==> config.mk <==
export PLATFORM = sky130hd
export DESIGN_NAME = qurc_reset_ctrl
export DESIGN_NICKNAME = d
export VERILOG_FILES = /design/src/hdl/qurc_pkg.sv /design/src/hdl/qurc_reset_ctrl.sv /design/src/hdl/qurc_rst_sync.sv
export SDC_FILE = /design/constraint.sdc
export NUM_CORES = 1
export LEC_CHECK = 0
export ABC_AREA = 1
export BUFFER_PORTS_ARGS = -buffer_cell sky130_fd_sc_hd__buf_4
export CELL_PAD_IN_SITES_DETAIL_PLACEMENT = 1
export CELL_PAD_IN_SITES_GLOBAL_PLACEMENT = 1
export CORE_ASPECT_RATIO = 1.4
export CORE_MARGIN = 2
export CORE_UTILIZATION = 39
export CTS_CLUSTER_DIAMETER = 120
export DETAILED_ROUTE_END_ITERATION = 10
export PLACE_DENSITY_LB_ADDON = 0.1
export SYNTH_ARGS = -nofsm -noshare
export SYNTH_HDL_FRONTEND = slang
export SYNTH_SLANG_ARGS = --single-unit
==> constraint.sdc <==
create_clock -name CORE_CLK_I -period 1.7 [get_ports CORE_CLK_I]
set_clock_uncertainty 0.1 [all_clocks]
set_input_delay 0.085 -clock CORE_CLK_I [delete_from_list [all_inputs] [get_ports CORE_CLK_I]]
set_output_delay 0.085 -clock CORE_CLK_I [all_outputs]
set_load 0.02 [all_outputs]
==> src/hdl/qurc_pkg.sv <==
package qurc_pkg;

    // bus widths
    localparam int ADDR_W = 8;
    localparam int DATA_W = 8;

    // register offsets
    localparam logic [7:0] ADDR_CMD_A = 8'h81;
    localparam logic [7:0] ADDR_GLOBAL_CFG = 8'h8f;
    localparam logic [7:0] ADDR_RST_STAT = 8'h9e;
    localparam logic [7:0] ADDR_CHAN_EN = 8'ha7;
    localparam logic [7:0] ADDR_MODE = 8'ha8;
    localparam logic [7:0] ADDR_BRG_RUN = 8'ha9;
    localparam logic [7:0] ADDR_WDOG_RUN = 8'haa;

    // command code that starts a full reset
    localparam logic [7:0] CMD_FULL_RESET = 8'h1f;

    // reset values
    localparam logic [7:0] GLOBAL_CFG_RST = 8'h00;
    localparam logic [7:0] CHAN_EN_RST = 8'h00;
    localparam logic [3:0] MODE_RST = 4'h0;
    localparam logic [1:0] BRG_RUN_RST = 2'h0;
    localparam logic WDOG_RUN_RST = 1'b0;

    // field positions
    localparam int GLOBAL_CFG_SYNC_BIT = 1;
    localparam int CHAN_TX_LSB = 0;
    localparam int CHAN_RX_LSB = 4;
    localparam int MODE_IRQ_EN_BIT = 0;
    localparam int MODE_PDOWN_BIT = 1;
    localparam int MODE_TEST_BIT = 2;
    localparam int MODE_CHG_BIT = 3;
    localparam int STAT_ACTIVE_BIT = 0;
    localparam int STAT_HOLD_BIT = 1;
    localparam int STAT_PIN_BIT = 2;

    // clear vector positions
    localparam int CLR_CHAN_IRQ = 0;
    localparam int CLR_GLOBAL = 1;
    localparam int CLR_IO_CFG = 2;
    localparam int CLR_MODES = 3;
    localparam int CLR_BRG_CNT = 4;
    localparam int CLR_W = 5;

    // timing counts in bus clock cycles
    localparam logic [3:0] PIN_MIN_CYCLES = 4'ha;
    localparam logic [3:0] HOLDOFF_CYCLES = 4'h6;
    localparam logic [3:0] CMD_RST_CYCLES = 4'h4;

    typedef enum logic [1:0] {
        ST_RUN = 2'b00,
        ST_CMD = 2'b01,
        ST_HOLD = 2'b10
    } qurc_state_t;

endpackage

==> src/hdl/qurc_reset_ctrl.sv <==
// The register offsets and the strobed register port were decided locally.
`timescale 1ns/1ps
// Overview of operation
// - pin reset and command 1f to the channel a command register run the same reset.
// - reset clears channel status, irq status, irq mask, xon irq status and irq control.
// - reset clears the global chip config, leaving the bus in asynchronous mode.
// - reset clears current irq, baud timer run, watchdog run and baud counter registers.
// - reset clears each io port config so all general pins become inputs.
// - reset leaves power-down and test modes and clears input change bits.
// - reset ends gang write, disables xon/xoff/address detect and clears rx errors.
// - reset disables transmitters, receivers and interrupt generation until re-enabled.
// - reset stops the baud rate counters.
// - a pin reset or RST_I aborts a bus cycle; a command reset lets it finish.
module qurc_reset_ctrl
    import qurc_pkg::*;
(
    // clock and reset
    input wire logic CORE_CLK_I,
    input wire logic RST_I,
    input wire logic RESET_PIN_N_I,
    // register port
    input wire logic [ADDR_W-1:0] BUS_ADDR_I,
    input wire logic [DATA_W-1:0] BUS_WDATA_I,
    input wire logic BUS_WR_I,
    input wire logic BUS_RD_I,
    output logic [DATA_W-1:0] BUS_RDATA_O,
    // reset to the rest of the device
    output logic DEV_RST_O,
    output logic [CLR_W-1:0] CLR_O,
    output logic HOLDOFF_O,
    // controls held by this block
    output logic BUS_SYNC_MODE_O,
    output logic [3:0] TX_EN_O,
    output logic [3:0] RX_EN_O,
    output logic IRQ_EN_O,
    output logic POWER_DOWN_O,
    output logic TEST_MODE_O,
    output logic CHG_DETECT_EN_O,
    output logic [1:0] BRG_RUN_O,
    output logic WDOG_RUN_O
);

    ////////////////////////////////////////////////////////////////////////////
    // pin reset synchroniser

    logic pin_rst;

    qurc_rst_sync u_sync (
        .clk_i(CORE_CLK_I),
        .rst_n_i(RESET_PIN_N_I),
        .rst_o(pin_rst)
    );

    ////////////////////////////////////////////////////////////////////////////
    // reset sequencer

    qurc_state_t state;
    logic [3:0] cnt;
    logic from_pin;
    logic cmd_hit;
    logic dev_rst;

    assign cmd_hit = BUS_WR_I && (BUS_ADDR_I == ADDR_CMD_A)
        && (BUS_WDATA_I == CMD_FULL_RESET);

    always_ff @(posedge CORE_CLK_I or posedge pin_rst) begin
        if (pin_rst) begin
            state <= ST_HOLD;
            cnt <= HOLDOFF_CYCLES - 4'h1;
        end else if (RST_I) begin
            state <= ST_HOLD;
            cnt <= HOLDOFF_CYCLES - 4'h1;
        end else begin
            unique case (state)
                ST_RUN: begin
                    if (cmd_hit) begin
                        state <= ST_CMD;
                        cnt <= CMD_RST_CYCLES - 4'h1;
                    end
                end
                ST_CMD: begin
                    if (cnt == 4'h0) begin
                        state <= ST_HOLD;
                        cnt <= HOLDOFF_CYCLES - 4'h1;
                    end else begin
                        cnt <= cnt - 4'h1;
                    end
                end
                ST_HOLD: begin
                    if (cmd_hit) begin
                        state <= ST_CMD;
                        cnt <= CMD_RST_CYCLES - 4'h1;
                    end else if (cnt == 4'h0) begin
                        state <= ST_RUN;
                    end else begin
                        cnt <= cnt - 4'h1;
                    end
                end
                default: begin
                    state <= ST_HOLD;
                    cnt <= HOLDOFF_CYCLES - 4'h1;
                end
            endcase
        end
    end

    // remembers whether the last reset came from the pin or RST_I rather than a command
    always_ff @(posedge CORE_CLK_I or posedge pin_rst) begin
        if (pin_rst) begin
            from_pin <= 1'b1;
        end else if (RST_I) begin
            from_pin <= 1'b1;
        end else if (cmd_hit && state != ST_CMD) begin
            from_pin <= 1'b0;
        end
    end

    assign dev_rst = pin_rst || RST_I || (state == ST_CMD);
    assign DEV_RST_O = dev_rst;
    assign CLR_O = {CLR_W{dev_rst}};
    assign HOLDOFF_O = (state == ST_HOLD) && !pin_rst;

    ////////////////////////////////////////////////////////////////////////////
    // control registers

    logic [7:0] global_cfg;
    logic [7:0] chan_en;
    logic [3:0] mode;
    logic [1:0] brg_run;
    logic wdog_run;

    function automatic logic wr_hit(input logic [7:0] a, input logic [7:0] target);
        wr_hit = BUS_WR_I && (a == target);
    endfunction

    always_ff @(posedge CORE_CLK_I or posedge pin_rst) begin
        if (pin_rst) begin
            global_cfg <= GLOBAL_CFG_RST;
        end else if (dev_rst) begin
            global_cfg <= GLOBAL_CFG_RST;
        end else if (wr_hit(BUS_ADDR_I, ADDR_GLOBAL_CFG)) begin
            global_cfg <= BUS_WDATA_I;
        end
    end

    always_ff @(posedge CORE_CLK_I or posedge pin_rst) begin
        if (pin_rst) begin
            chan_en <= CHAN_EN_RST;
        end else if (dev_rst) begin
            chan_en <= CHAN_EN_RST;
        end else if (wr_hit(BUS_ADDR_I, ADDR_CHAN_EN)) begin
            chan_en <= BUS_WDATA_I;
        end
    end

    always_ff @(posedge CORE_CLK_I or posedge pin_rst) begin
        if (pin_rst) begin
            mode <= MODE_RST;
        end else if (dev_rst) begin
            mode <= MODE_RST;
        end else if (wr_hit(BUS_ADDR_I, ADDR_MODE)) begin
            mode <= BUS_WDATA_I[3:0];
        end
    end

    always_ff @(posedge CORE_CLK_I or posedge pin_rst) begin
        if (pin_rst) begin
            brg_run <= BRG_RUN_RST;
            wdog_run <= WDOG_RUN_RST;
        end else if (dev_rst) begin
            brg_run <= BRG_RUN_RST;
            wdog_run <= WDOG_RUN_RST;
        end else begin
            if (wr_hit(BUS_ADDR_I, ADDR_BRG_RUN)) begin
                brg_run <= BUS_WDATA_I[1:0];
            end
            if (wr_hit(BUS_ADDR_I, ADDR_WDOG_RUN)) begin
                wdog_run <= BUS_WDATA_I[0];
            end
        end
    end

    assign BUS_SYNC_MODE_O = global_cfg[GLOBAL_CFG_SYNC_BIT];
    assign TX_EN_O = chan_en[CHAN_TX_LSB +: 4];
    assign RX_EN_O = chan_en[CHAN_RX_LSB +: 4];
    assign IRQ_EN_O = mode[MODE_IRQ_EN_BIT];
    assign POWER_DOWN_O = mode[MODE_PDOWN_BIT];
    assign TEST_MODE_O = mode[MODE_TEST_BIT];
    assign CHG_DETECT_EN_O = mode[MODE_CHG_BIT];
    assign BRG_RUN_O = brg_run;
    assign WDOG_RUN_O = wdog_run;

    ////////////////////////////////////////////////////////////////////////////
    // read port

    logic [7:0] rd_mux;

    always_comb begin
        rd_mux = 8'h00;
        unique case (BUS_ADDR_I)
            ADDR_GLOBAL_CFG: rd_mux = global_cfg;
            ADDR_CHAN_EN: rd_mux = chan_en;
            ADDR_MODE: rd_mux = {4'h0, mode};
            ADDR_BRG_RUN: rd_mux = {6'h00, brg_run};
            ADDR_WDOG_RUN: rd_mux = {7'h00, wdog_run};
            ADDR_RST_STAT: begin
                rd_mux[STAT_ACTIVE_BIT] = dev_rst;
                rd_mux[STAT_HOLD_BIT] = HOLDOFF_O;
                rd_mux[STAT_PIN_BIT] = from_pin;
            end
            default: rd_mux = 8'h00;
        endcase
    end

    // a pin reset drops the read in flight; a command reset does not touch it
    always_ff @(posedge CORE_CLK_I or posedge pin_rst) begin
        if (pin_rst) begin
            BUS_RDATA_O <= 8'h00;
        end else if (RST_I) begin
            BUS_RDATA_O <= 8'h00;
        end else if (BUS_RD_I) begin
            BUS_RDATA_O <= rd_mux;
        end else begin
            BUS_RDATA_O <= 8'h00;
        end
    end

endmodule

==> src/hdl/qurc_rst_sync.sv <==
`timescale 1ns/1ps
module qurc_rst_sync (
    // clock
    input wire logic clk_i,
    // asynchronous active-low reset pin
    input wire logic rst_n_i,
    // reset, set at once, released on a clock edge
    output logic rst_o
);
    logic meta;
    logic sync;

    always_ff @(posedge clk_i or negedge rst_n_i) begin
        if (!rst_n_i) begin
            meta <= 1'b1;
            sync <= 1'b1;
        end else begin
            meta <= 1'b0;
            sync <= meta;
        end
    end

    assign rst_o = sync;
endmodule

==> results.txt <==
Status: complete, no violations
Worst skew pair latency: 0.30 ns
Pin count of the biggest net entering global routing: 28
Mean number of vias per cell: 5.02
Period utilization: 96.9%
Crit Path Max Fanout: 7
Leakage: 1.46 nW
# setup viols final: 0
Delay-heaviest family, CP: flip-flops
Startpoint Class: flop
Boundary pin count: 52
Clock root buffer: clkbuf_8
Yosys warnings: 0
Hold Path Class: in2reg
Final Util: 52.7%
Core region area: 0.00553 sq mm
Drt pass-1 iters: 4
Final period demand of the worst path: 1.65 ns
Post-Syn Nets: 308
# DRC: 0
TritonCTS buffer count: 5
Hold Crit Start: RST_I
Detailed placer's ending HPWL: 5110 microns
ANT nets after route: 0
Share of layout cells above drive strength 1: 29.0%
Row cnt: 32
# port buffers: 51
Reg2reg end: cnt[0]$_DFFE_PP1P_
CP endpoint kind: output port
Worst hold stages: 3
Reg2reg setup slack: 0.12 ns
Worst Path Required: 1.51 ns
Layout Nets: 377
Synth top area share: 37.9%
Vias in the first global route: 2244
Syn Inst Count: 285
Hold endpoint: from_pin$_DFFE_PP1P_
RSZ-0062 raised after global routing: true
Deepest level of the CTS H-tree: 2
Register area share after synthesis: 45.0%
Critical path depth: 4
Total die area: 0.00638 sq mm
Worst Path Arrival: 1.46 ns
Worst Reg-to-Reg Cells: 9
Final Hold Viols: 0
Drt first-iter violations: 45
Initial Utilization: 40.6%
Final hold slack: 0.0295 ns
Largest cells by area after synthesis: dfrtp_1, nand2_1, nand3_1
Cell variety after synth: 35
Initial antenna violation count: 0
Die height: 93.7 microns
Critical path's slowest cell: dfstp_2
Slew Viols, Final: 0
Post-synth top area cell: dfrtp_1
GPL Wtd Cong: 0.805
Max-cap violations: 0
VDD IR max: 0.000454 V
Detailed-route via count: 2122
PwrDens: 700 mW/mm^2
Flops & latches, synth: 40
Buffer and inverter count on the worst path: 2
Diodes inserted: 0
Gr usage total: 23.3%
Total routed wirelength: 6700 microns
Routed WL per cell: 15.8 microns
Critical Path, Cell by Cell: nor2_2, nor3_4, inv_2, buf_4
Final setup TNS: 0 ns
P&R area growth vs syn: 29.8%
Die span in x: 68.1 microns
Reg clk slew, reported paths: 0.08 ns
CTS Sinks: 40
CP peak stage delay: 0.55 ns
RR Startpoint: cnt[0]$_DFFE_PP1P_
Syn Area/Cell: 7.87 sq um
Clock Tree Buf Depth: 2
Max frequency: 0.607 GHz
Remaining global-route overflow: 0
Worst Setup Path Type: reg2out
CTS tree: done
Synthesized area: 0.00224 sq mm
First-pass GRT wire length: 11000 microns
-- cell usage in the layout, fill, tap and decap left out, types with 2 or more instances in the layout --
master,count
buf_4,63
dlygate4sd3_1,8
dfstp_2,6
nand3_1,34
o21a_1,2
nand3b_1,3
inv_1,33
nand3_2,6
nand2_2,4
nor3_2,2
nor3_4,2
clkbuf_8,6
o21ai_1,18
inv_2,3
ha_1,2
nand2_1,69
o21ai_0,8
a21oi_1,5
nor2_2,4
o21ai_2,2
dfrtp_1,33
nor2_1,26
-- area by class of cell --
type | instances | area (sq um)
inverters | 36 | 135
clock inverters | 1 | 7.51
clock buffers | 7 | 86.3
flip-flops and latches | 40 | 1010
repair buffers | 72 | 564
well taps | 68 | 85.1
fillers | 703 | 2620
multi-input cells | 199 | 1020
-- metrics by stage --
step	instance area, sq um	instances	total power [mW]	worst slack [ns]
2_1_floorplan	2240	285	1.22	0.0632
3_3_place_gp	2690	403	1.34	0.0795
3_5_place_dp	2690	403	1.34	0.0599
4_1_cts	2890	422	2.04	0.00483
5_1_grt	2910	423	2.13	-0.0178
6_report	2910	423	2.04	0.0532
-- sequential cells by signal, indices dropped and copies added, names as in the netlist --
signal        count
state             2
from_pin          1
cnt               4
chan_en           8
u_sync.meta       1
BRG_RUN_O         2
mode              4
global_cfg        8
BUS_RDATA_O       8
WDOG_RUN_O        1
u_sync.rst_o      1
-- report_power, final --
group / internal [mW] / total, mW / leakage (nW) / switching, mW
Sequential: 0.989 / 1.01 / 0.531 / 0.0220
Combinational: 0.137 / 0.337 / 0.881 / 0.200
Clock: 0.330 / 0.688 / 0.0445 / 0.358
-- timing repair --
action,CTS,global route
gates cloned,0,0
hold endpoints to repair,12,0
hold buffers,8,0
pin swaps,1,1
gates resized for setup,0,4
endpoints found under the setup margin,6,24
setup buffers,3,1
-- cells by family (layout without fill, tap and decap cells) --
kind of cell               Yosys count  in the layout  share of synthesized area (%)
DFF                                 40             40                           45.0
and+or+nand+nor                    154            154                           33.1
adders and majority gates            2              2                           1.12
AOI/OAI and AO/OA                   40             40                           9.99
xor gates and xnor gates             2              2                          0.781
buffers and inverters               46            116                           9.88
other                                1              1                          0.167
-- Yosys cell counts --
library cell and instances:
conb_1 1, o31ai_1 1, nand3_2 5, o211ai_1 1
o22ai_1 1, nand3_1 35, nor2_1 26, nor3_4 2
a21oi_1 5, o21ai_1 18, dfstp_2 6, o21ai_0 8
clkbuf_8 1, o32ai_1 1, o21a_1 2, xnor2_1 1
a31oi_1 1, nor3_2 1, nand3b_1 3, inv_2 3
nand4_1 1, xor2_1 1, o21ai_2 2, nand3_4 1
nand2_2 4, nand2_1 69, inv_1 33, nand2_4 1
dfrtp_1 34, nor3_1 2, ha_1 2, buf_4 6
nor2_2 4, buf_6 2, buf_2 1
-- routing by layer --
metal | GRT usage, % | up-vias | part of all wire, %
met3 | 3.84 | 7 | 2.3
met4 | 6.00 | 0 | 1.0
met5 | 0 | - | 0
li1 | - | 1054 | -
met2 | 42.3 | 36 | 55
met1 | 27.6 | 1025 | 42
-- worst reg2reg max path, cell delays in order, from the launching register on --
cell	delay (ns)
dfstp_2	0.55
inv_1	0.07
ha_1	0.20
nand3_2	0.12
nor2_1	0.06
nand3_1	0.11
nand2_2	0.10
inv_1	0.09
nor2_1	0.05
nor2_1	0.10
-- how the worst max path moves through the flow --
stage | slack [ns] | start | to
2_1_floorplan | 0.06 | state[1]$_DFFE_PP1P_ | BUS_RDATA_O[1]$_DFF_PP0_
3_3_place_gp | 0.08 | cnt[0]$_DFFE_PP1P_ | cnt[0]$_DFFE_PP1P_
3_5_place_dp | 0.06 | cnt[0]$_DFFE_PP1P_ | cnt[1]$_DFFE_PP0P_
4_1_cts | 0.005 | state[0]$_DFFE_PP0P_ | CLR_O[1]
5_1_grt | -0.02 | state[1]$_DFFE_PP1P_ | CLR_O[1]
6_report | 0.05 | state[1]$_DFFE_PP1P_ | CLR_O[1]
Note: power is estimated with default switching activity, not from simulation.
